File: src/rtl/supply_supervisor_pkg.sv
// Purpose: Shared constants for the logic supply supervisor
// Assumes: 250 MHz reference clock
// Notes: Times in their own unit, cycle counts derived from them

package supply_supervisor_pkg;

	// ----------------------------------------
	// Clock
	// ----------------------------------------
	localparam int CLK_MHZ = 250;

	// ----------------------------------------
	// Timing
	// ----------------------------------------
	localparam int POR_DELAY_NS = 220000;
	localparam int POR_DELAY_MAX_NS = 500000;
	localparam int POR_CYCLES = (POR_DELAY_NS * CLK_MHZ + 999) / 1000;
	localparam int FIL_TIME_MIN_US = 60;
	localparam int FIL_TIME_US = 100;
	localparam int FIL_TIME_MAX_US = 135;
	localparam int FIL_CYCLES = FIL_TIME_US * CLK_MHZ;
	localparam int FIL_CNT_W = 15;
	localparam int POR_CNT_W = 17;

	// ----------------------------------------
	// Supply status/control layout
	// ----------------------------------------
	localparam int STAT_W = 8;
	localparam int STAT_OV_OK_BIT = 0;
	localparam int STAT_UV_OK_BIT = 1;
	localparam int STAT_MON_OK_BIT = 2;
	localparam int STAT_LATCH_BIT = 3;
	localparam int STAT_TEST_LO_BIT = 6;
	localparam int STAT_TEST_HI_BIT = 7;
	localparam logic [1:0] TEST_OV_CODE = 2'h0;
	localparam logic [1:0] TEST_UV_CODE = 2'h1;
	localparam logic LATCH_SEL_RESET = 1'h0;
	localparam logic [STAT_W-1:0] STAT_RESET = 8'h00;

endpackage

File: src/rtl/supply_glitch_filter.sv
// Purpose: Glitch filter for one supply monitor decision
// Assumes: Raw input synchronous to the clock
// Notes: Output follows the input only after it held steady long enough

`timescale 1ns/100ps

module supply_glitch_filter #(
	parameter logic [supply_supervisor_pkg::FIL_CNT_W-1:0] SET_CYCLES = 15'h61A8,
	parameter logic [supply_supervisor_pkg::FIL_CNT_W-1:0] CLR_CYCLES = 15'h61A8
) (
	// Clock and reset
	input wire logic i_ref_clk,
	input wire logic i_reset,
	// Control
	input wire logic i_clear,
	// Decision
	input wire logic i_raw,
	output logic o_level
);

	typedef struct packed {
		logic level;
		logic [supply_supervisor_pkg::FIL_CNT_W-1:0] cnt;
	} filt_state_t;

	filt_state_t s_q;
	filt_state_t s_d;
	logic [supply_supervisor_pkg::FIL_CNT_W-1:0] limit;

	always_comb begin
		s_d = s_q;
		limit = s_q.level ? CLR_CYCLES : SET_CYCLES;
		if (i_clear) begin
			s_d.level = 1'b0;
			s_d.cnt = '0;
		end else if (i_raw == s_q.level) begin
			s_d.cnt = '0;
		end else if (s_q.cnt >= limit - 15'h0001) begin
			s_d.level = i_raw;
			s_d.cnt = '0;
		end else begin
			s_d.cnt = s_q.cnt + 15'h0001;
		end
	end

	always_ff @(posedge i_ref_clk or posedge i_reset) begin
		if (i_reset) begin
			s_q <= '0;
		end else begin
			s_q <= s_d;
		end
	end

	assign o_level = s_q.level;

endmodule // supply_glitch_filter

File: src/rtl/logic_supply_supervisor.sv
// Purpose: Logic supply supervisor for an H-bridge driver
// Assumes: Supply comparators arrive as digital levels synchronous to the clock
// Notes: Bridge enable line is open drain, driven low only

`timescale 1ns/100ps

module logic_supply_supervisor #(
	parameter logic [supply_supervisor_pkg::POR_CNT_W-1:0] POR_CYCLES =
		supply_supervisor_pkg::POR_CNT_W'(supply_supervisor_pkg::POR_CYCLES),
	parameter logic [supply_supervisor_pkg::FIL_CNT_W-1:0] OFF_FILTER_CYCLES =
		supply_supervisor_pkg::FIL_CNT_W'(supply_supervisor_pkg::FIL_CYCLES),
	parameter logic [supply_supervisor_pkg::FIL_CNT_W-1:0] ON_FILTER_CYCLES =
		supply_supervisor_pkg::FIL_CNT_W'(supply_supervisor_pkg::FIL_CYCLES)
) (
	// Clock and reset
	input wire logic i_ref_clk,
	input wire logic i_reset,
	// Logic supply comparators
	input wire logic i_above_functional_reset_level,
	input wire logic i_above_por_level,
	input wire logic i_below_uv_threshold,
	input wire logic i_above_ov_threshold,
	input wire logic i_below_uv_test_threshold,
	input wire logic i_above_ov_test_threshold,
	// I/O supply mode comparator
	input wire logic i_io_supply_low,
	// Bridge enable line, open drain
	input wire logic i_bridge_enable_line,
	output logic o_bridge_enable_line,
	output logic o_bridge_enable_line_oe,
	// Output stage control
	input wire logic i_stage_on_request,
	output logic o_stage_enable,
	// Supply status/control access from serial interface
	input wire logic i_status_write,
	input wire logic [supply_supervisor_pkg::STAT_W-1:0] i_status_wdata,
	output logic [supply_supervisor_pkg::STAT_W-1:0] o_status_rdata,
	// Device wide status
	output logic o_regs_clear,
	output logic o_diag_store_enable,
	output logic o_flag_diag_mode,
	output logic o_spi_enable,
	output logic o_supply_fault_flag
);

	// ----------------------------------------
	// Types and state
	// ----------------------------------------
	typedef enum logic [1:0] {
		ST_FUNC_RESET,
		ST_POR_WAIT,
		ST_RUN
	} sup_state_t;

	typedef struct packed {
		sup_state_t state;
		logic [supply_supervisor_pkg::POR_CNT_W-1:0] por_cnt;
		logic test_ov;
		logic test_uv;
		logic ov_latch_select;
		logic ov_latched;
		logic [supply_supervisor_pkg::STAT_W-1:0] rdata;
	} sup_t;

	sup_t s_q;
	sup_t s_d;

	logic uv_raw;
	logic ov_raw;
	logic uv_flt;
	logic ov_flt;
	logic filt_clear;
	logic flag_mode;
	logic running;
	logic mon_fault;
	logic supply_fault;
	logic stat_ov_ok;
	logic stat_uv_ok;
	logic stat_mon_ok;

	// ----------------------------------------
	// Mode selection
	// ----------------------------------------
	assign flag_mode = i_io_supply_low;

	// ----------------------------------------
	// Comparator selection and filtering
	// ----------------------------------------
	// Test bits move the thresholds inward so the monitor trips at nominal supply
	assign ov_raw = s_q.test_ov ? i_above_ov_test_threshold : i_above_ov_threshold;
	assign uv_raw = s_q.test_uv ? i_below_uv_test_threshold : i_below_uv_threshold;
	assign filt_clear = ~i_above_por_level;

	supply_glitch_filter #(
		.SET_CYCLES(OFF_FILTER_CYCLES),
		.CLR_CYCLES(ON_FILTER_CYCLES)
	) u_uv_filter (
		.i_ref_clk(i_ref_clk),
		.i_reset(i_reset),
		.i_clear(filt_clear),
		.i_raw(uv_raw),
		.o_level(uv_flt)
	);

	supply_glitch_filter #(
		.SET_CYCLES(OFF_FILTER_CYCLES),
		.CLR_CYCLES(ON_FILTER_CYCLES)
	) u_ov_filter (
		.i_ref_clk(i_ref_clk),
		.i_reset(i_reset),
		.i_clear(filt_clear),
		.i_raw(ov_raw),
		.o_level(ov_flt)
	);

	// ----------------------------------------
	// Fault decision
	// ----------------------------------------
	assign running = (s_q.state == ST_RUN) && i_above_por_level;
	assign mon_fault = uv_flt | ov_flt | s_q.ov_latched;
	assign supply_fault = ~running | mon_fault;

	assign stat_ov_ok = ~ov_flt & ~s_q.ov_latched;
	assign stat_uv_ok = ~uv_flt;
	assign stat_mon_ok = ~mon_fault;

	// ----------------------------------------
	// Next state
	// ----------------------------------------
	always_comb begin
		s_d = s_q;

		unique case (s_q.state)
			ST_FUNC_RESET: begin
				s_d.por_cnt = '0;
				if (i_above_functional_reset_level && i_above_por_level) begin
					s_d.state = ST_POR_WAIT;
				end
			end
			ST_POR_WAIT: begin
				if (!i_above_por_level) begin
					s_d.state = ST_FUNC_RESET;
					s_d.por_cnt = '0;
				end else if (s_q.por_cnt >= POR_CYCLES - 17'h00001) begin
					s_d.state = ST_RUN;
					s_d.por_cnt = '0;
				end else begin
					s_d.por_cnt = s_q.por_cnt + 17'h00001;
				end
			end
			ST_RUN: begin
				if (!i_above_por_level) begin
					s_d.state = ST_FUNC_RESET;
				end
			end
		endcase

		if (s_q.state != ST_RUN) begin
			// Registers held at default until the power-on delay ends
			s_d.test_ov = 1'b0;
			s_d.test_uv = 1'b0;
			s_d.ov_latch_select = supply_supervisor_pkg::LATCH_SEL_RESET;
			s_d.ov_latched = 1'b0;
		end else if (flag_mode) begin
			// Serial interface inactive, tests and latch unavailable
			s_d.test_ov = 1'b0;
			s_d.test_uv = 1'b0;
			s_d.ov_latched = 1'b0;
		end else begin
			// Writes taken in fault too; this register is not cleared by the line
			if (i_status_write) begin
				if (!i_status_wdata[supply_supervisor_pkg::STAT_TEST_HI_BIT]) begin
					s_d.test_ov = (i_status_wdata[supply_supervisor_pkg::STAT_TEST_HI_BIT:
						supply_supervisor_pkg::STAT_TEST_LO_BIT] == supply_supervisor_pkg::TEST_OV_CODE);
					s_d.test_uv = (i_status_wdata[supply_supervisor_pkg::STAT_TEST_HI_BIT:
						supply_supervisor_pkg::STAT_TEST_LO_BIT] == supply_supervisor_pkg::TEST_UV_CODE);
				end else begin
					s_d.test_ov = 1'b0;
					s_d.test_uv = 1'b0;
				end
				s_d.ov_latch_select = i_status_wdata[supply_supervisor_pkg::STAT_LATCH_BIT];
				if (i_status_wdata[supply_supervisor_pkg::STAT_LATCH_BIT] != s_q.ov_latch_select) begin
					s_d.ov_latched = 1'b0;
				end
			end
			// Set wins over the release by rewrite
			if (ov_flt && s_q.ov_latch_select) begin
				s_d.ov_latched = 1'b1;
			end
			if (!s_q.ov_latch_select && !(i_status_write &&
				i_status_wdata[supply_supervisor_pkg::STAT_LATCH_BIT])) begin
				s_d.ov_latched = 1'b0;
			end
		end

		// Status read back; detailed view only in SPI mode
		s_d.rdata = supply_supervisor_pkg::STAT_RESET;
		if (!flag_mode) begin
			s_d.rdata[supply_supervisor_pkg::STAT_OV_OK_BIT] = stat_ov_ok;
			s_d.rdata[supply_supervisor_pkg::STAT_UV_OK_BIT] = stat_uv_ok;
			s_d.rdata[supply_supervisor_pkg::STAT_MON_OK_BIT] = stat_mon_ok;
			s_d.rdata[supply_supervisor_pkg::STAT_LATCH_BIT] = s_d.ov_latch_select;
			s_d.rdata[supply_supervisor_pkg::STAT_TEST_HI_BIT] = ~(s_d.test_ov | s_d.test_uv);
			s_d.rdata[supply_supervisor_pkg::STAT_TEST_LO_BIT] = s_d.test_uv;
		end
	end

	// ----------------------------------------
	// State register
	// ----------------------------------------
	always_ff @(posedge i_ref_clk or posedge i_reset) begin
		if (i_reset) begin
			s_q.state <= ST_FUNC_RESET;
			s_q.por_cnt <= '0;
			s_q.test_ov <= 1'b0;
			s_q.test_uv <= 1'b0;
			s_q.ov_latch_select <= supply_supervisor_pkg::LATCH_SEL_RESET;
			s_q.ov_latched <= 1'b0;
			s_q.rdata <= supply_supervisor_pkg::STAT_RESET;
		end else begin
			s_q <= s_d;
		end
	end

	// ----------------------------------------
	// Outputs
	// ----------------------------------------
	// Line released as soon as the fault clears, not waiting on the host
	assign o_bridge_enable_line = 1'b0;
	assign o_bridge_enable_line_oe = supply_fault;

	// Stage gated by the sensed line level and independently by the fault
	assign o_stage_enable = i_stage_on_request & i_bridge_enable_line & ~supply_fault;

	assign o_regs_clear = (s_q.state != ST_RUN);
	assign o_diag_store_enable = ~supply_fault;
	assign o_flag_diag_mode = flag_mode;
	assign o_spi_enable = ~flag_mode;
	assign o_supply_fault_flag = mon_fault;
	assign o_status_rdata = s_q.rdata;

endmodule // logic_supply_supervisor

File: config.mk
export PLATFORM = sky130hd
export DESIGN_NAME = logic_supply_supervisor
export DESIGN_NICKNAME = d
export VERILOG_FILES = /design/src/rtl/supply_supervisor_pkg.sv /design/src/rtl/supply_glitch_filter.sv /design/src/rtl/logic_supply_supervisor.sv
export SDC_FILE = /design/constraint.sdc
export NUM_CORES = 1
export LEC_CHECK = 0
export ABC_AREA = 1
export BUFFER_PORTS_ARGS = -buffer_cell sky130_fd_sc_hd__buf_2
export CELL_PAD_IN_SITES_DETAIL_PLACEMENT = 0
export CELL_PAD_IN_SITES_GLOBAL_PLACEMENT = 1
export CORE_MARGIN = 2
export CORE_UTILIZATION = 40
export DETAILED_ROUTE_END_ITERATION = 10
export GPL_TIMING_DRIVEN = 0
export PLACE_DENSITY_LB_ADDON = 0.1
export SLEW_MARGIN = 10
export SYNTH_ARGS = -nofsm -noshare
export SYNTH_HDL_FRONTEND = slang
export SYNTH_SLANG_ARGS = --single-unit
File: constraint.sdc
create_clock -name i_ref_clk -period 1.65 [get_ports i_ref_clk]
set_input_delay 0.165 -clock i_ref_clk [delete_from_list [all_inputs] [get_ports i_ref_clk]]
set_output_delay 0.165 -clock i_ref_clk [all_outputs]
set_load 0.01 [all_outputs]
==> results.md <==
- The first detailed-routing pass ran for 4 iterations.
- The total grt overflow is 0.
- Wires add up to roughly 7300 um.
- The number of setup violations in the final report is 0.
- The post-CTS clock slew at the launch and capture registers of the worst setup and hold paths is roughly 0.06 ns.
- The worst path needs approximately 1.6 ns of the cycle, external delays included.
- The normalized max-slew margin is about 55%.
- The number of violations reported at the end of detailed-routing iteration 0 is 65.
- Leaving out fill and tap cells, the most frequent cells in the layout are nand2_1, nor2_1, dfrtp_1, inv_1, buf_2.
- The number of nets in the final layout is between 500 and 600.
- STA classifies the critical path startpoint as a flip-flop.
- The floorplan step set the die width to slightly below 100 um.
- The fraction of final layout cells with drive strength greater than 1 is approximately 22%.
- Of the total power, registers draw between 40% and 50%.
- In this run, the combinational gates consume between 20% and 30% of the power.
- Walking the worst path, the cells encountered are inv_2 -> ha_4 -> nand2_4 -> nor2_4 -> inv_1 -> nor2_1 -> buf_2.
- The critical path contains buffers and inverters numbering 3 combined.
- Once the floorplan was initialized, standard cells occupied 41.2% of the core.
- The number of enable flip-flop cells after synthesis is 0.
- The via-per-instance ratio is 4.72.
- The area of the die is approximately 9700 um2.
- The net switching power of the design is roughly 1.2 mW.
- The share of synthesized registers carrying an async set or reset is 100%.
- Cell internal power was estimated by the tool at approximately 2.8 mW.
- The clock latency on the worst-skew pair is approximately 0.33 ns.
- The via total after detailed routing is about 3,000.
- At the worst endpoint, the arrival time is between 1 and 1.5 ns.
- The tightest hold margin is about 0.067 ns.
- Counting flops and latches in the post-synthesis netlist gives between 60 and 70.
- The maximum fanout along the worst path is 3.
- The detailed-route wire length per cell is 11.7 um.
- The most area-hungry cell type in the Yosys netlist is dfrtp_1.
- CTS saw ~60 sinks.
- In this run the static leakage power is 1.90 nW.
- The total inserted antenna cells is 0.
- Synthesis handed over a netlist of between 400 and 500 instances.
- The category of the critical setup timing path is reg -> out.
- After routing the design area is 4250 um2.
- The clock network fraction of design power is a little under two fifths.
- In this run the count of I/O pins placed on the die edge is 36.
- During synthesis, Yosys emitted a total of 0 warnings.
- In this run the tool buffered the top-level ports with 27 buffer cells.
- Global routing used between 10% and 20% of the available tracks.
- The count of endpoints failing hold in the final timing report is 0.
- The highest achievable clock rate is 640 MHz.
- The setup slack of the critical path after layout is between 0.08 and 0.09 ns.
- The switching power as a share of total power is 29.2%.
- Timing analysis after detailed placement gives a worst setup slack of -0.0989 ns.
- The die is around 99 um tall.
- The cell with the biggest individual delay on the critical path is dfrtp_1.
- The area of the mapped netlist is about 3600 um2.
- After filler insertion, the fill cell instance count of the layout stands at around 870.
- The via count of the first global-routing pass came to 2,824.
- The average instance area after synthesis is 7.72 um2.
- The required time of the worst setup path is ~1.5 ns.
- In this run the core area contains 34 standard-cell rows.
- The final critical path takes up roughly 95% of the cycle.
- The global-route wire length before repair is between 10,000 and 15,000 um.
- Ranked by total cell area, the synthesized netlist is headed by dfrtp_1, nand2_1, nor2_1.
- The max-slew violation count is 0.
- Between clock sinks in the finished design, the worst skew comes to 0.00839 ns.
- The number of antenna violations at the first check in global routing is 0.
- The multi-input logic area is ~1800 um2.
- Leaving out fill and tap cells, the most frequent cell in the layout is nand2_1.
- The non-filler instance count after layout is 624.
- Counting distinct cell types in the post-synthesis netlist gives 34.
- In this run the remaining antenna-violating nets after routing total 0.
- The placeable core region is slightly below 9000 um2.
- The clock tree root driver cell is clkbuf_8.
- For this run, design rule violations remaining after detail routing come to 0.
- Power spread over the standard cell area amounts to between 900 and 1000 nW/um2.
- The cell total after placement is 601.
- Setup repair after global routing left no endpoint under its margin.
- The path class of the tightest hold or removal check is in -> reg.
- The placed wire-length estimate is 5380 um.
- Relative to the synthesized area, the layout overhead comes to 19.0%.
- The delay of the slowest cell on the worst path is 0.40 ns.
- Of the synthesized area, sequential elements account for a little over two fifths.
- The run finished with clean final reports.
- The number of clock buffers inserted by TritonCTS is 9.
- The fraction of post-synthesis cell area in the top cell type by area is a little over two fifths.
- The maximum number of pins on one net before global-route repair is 34.
- The peak supply drop is around 0.45 mV.
- Across the run, the number of max-cap violations was 0.
- In the synthesized netlist the dominant register cell turns out to be dfrtp_1.
- The sequential cell area in the final layout is 1530 um2.
- The CTS tree is built.
- For the pin with the worst max-slew slack, the measured transition is around 0.68 ns.
- The cell area after placement is around 3900 um2.
- Grouping stages by cell kind, the critical path spends the most delay in flip-flops.
- The congestion estimate from routability-driven global placement came to roughly 0.82.
- The H-tree was split into 3 levels.
- In this run the deepest clock path goes through 2 buffers.
- The worst setup path is captured at a primary output.
## layer usage
metal / part of all wire (%) / global-route usage [%] / vias up / wire length (um)
li1: - / - / 1547 / -
met5: 0 / 0 / - / 0
met2: 47 / 27.0 / 31 / 3460
met3: 2.4 / 3.33 / 5 / 173
met1: 49 / 20.5 / 1365 / 3580
met4: 1.1 / 6.95 / 0 / 78
## worst reg2reg max path: stages (launching register included)
cell and delay (ns):
dfrtp_1 0.37, ha_2 0.23, nand2_1 0.11, nand2_1 0.08
nand3_1 0.07, nand2_1 0.09, nand2_2 0.07, nand2_4 0.14
buf_8 0.17, o22ai_2 0.07
## state kept, by name, summed over array words and instances, names as in the netlist
signal and cells:
s_q 23, u_ov_filter.s_q 15, u_uv_filter.s_q 15, u_ov_filter.o_level 1, u_uv_filter.o_level 1, o_status_rdata 6
## area by class of cell
class                      count  share of cell area [%]
clock inverter                 4                    1.65
sequential                    61                    35.9
timing repair buffer          35                    4.94
clock buffer                  12                    3.65
multi-input combinational    330                    42.4
buffer                        15                    3.00
tap                          108                    3.18
inverter                      59                    5.29
## logic make-up (layout without fill, tap and decap cells)
group / after synthesis / count (layout) / synth area share, %
xor+xnor: 26 / 26 / 6.37
simple gates: 255 / 255 / 31.6
flops: 61 / 61 / 42.7
buf+inv: 74 / 125 / 9.52
fa+ha+maj: 6 / 6 / 2.10
compound gates: 40 / 40 / 7.59
other cells: 1 / 3 / 0.105
## synth_stat cells, types with 3 or more instances
library cell / n
inv_2: 5
buf_4: 10
nand3_1: 25
nand2_1: 100
xor2_1: 20
nor2_2: 7
nor3_1: 16
o21ai_0: 12
nand3_2: 3
buf_6: 3
nand2_2: 4
xnor2_1: 6
inv_1: 53
a21oi_1: 9
a21oi_2: 9
dfrtp_1: 61
ha_1: 6
nor2_1: 83
nand4_1: 9
## what timing repair did
action | in CTS | in global routing
gates resized for setup | 4 | 23
pin swaps | 1 | 5
hold endpoints to repair | 28 | 0
buffers inserted | 0 | 6
setup endpoints to repair | 11 | 25
hold buffers | 1 | 0
## power groups by stage
stage | logic (mW) | clock network [mW] | registers, mW
after global placement | 0.711 | 0 | 1.61
after detailed placement | 0.715 | 0 | 1.61
after global routing | 0.950 | 1.65 | 1.59
final | 0.849 | 1.51 | 1.59
after CTS | 0.740 | 1.57 | 1.58
after floorplan | 0.515 | 0 | 1.60
## per-stage QoR
step | setup TNS, ns | utilization, % | power, mW
finish | 0 | 49.0 | 3.95
global route | 0 | 49.0 | 4.19
CTS | 0 | 47.5 | 3.89
detailed placement | -0.759 | 44.7 | 2.32
global placement | -0.907 | 44.4 | 2.32
floorplan | 0 | - | 2.11
## path summary, 6_finish.rpt
| kind | from | to | slack (ns) | cells past startpoint |
|---|---|---|---|---|
| worst max-delay path | s_q[29]$_DFFE_PP0P_ | o_stage_enable | 0.09 | 7 |
| worst min-delay path | i_status_write | s_q[8]$_DFFE_PP0P_ | 0.07 | 2 |
| worst max register to register | s_q[13]$_DFFE_PP0P_ | s_q[25]$_DFFE_PP0P_ | 0.14 | 9 |
| worst min register to register | u_uv_filter.o_level$_DFFE_PP0P_ | o_status_rdata[1]$_DFF_PP0_ | 0.46 | 1 |
| max in group asynchronous | i_reset | s_q[30]$_DFFE_PP0P_ | 0.58 | 4 |
| min in group asynchronous | i_reset | u_ov_filter.o_level$_DFFE_PP0P_ | 0.48 | 3 |
(Power assumes the default switching activity.)
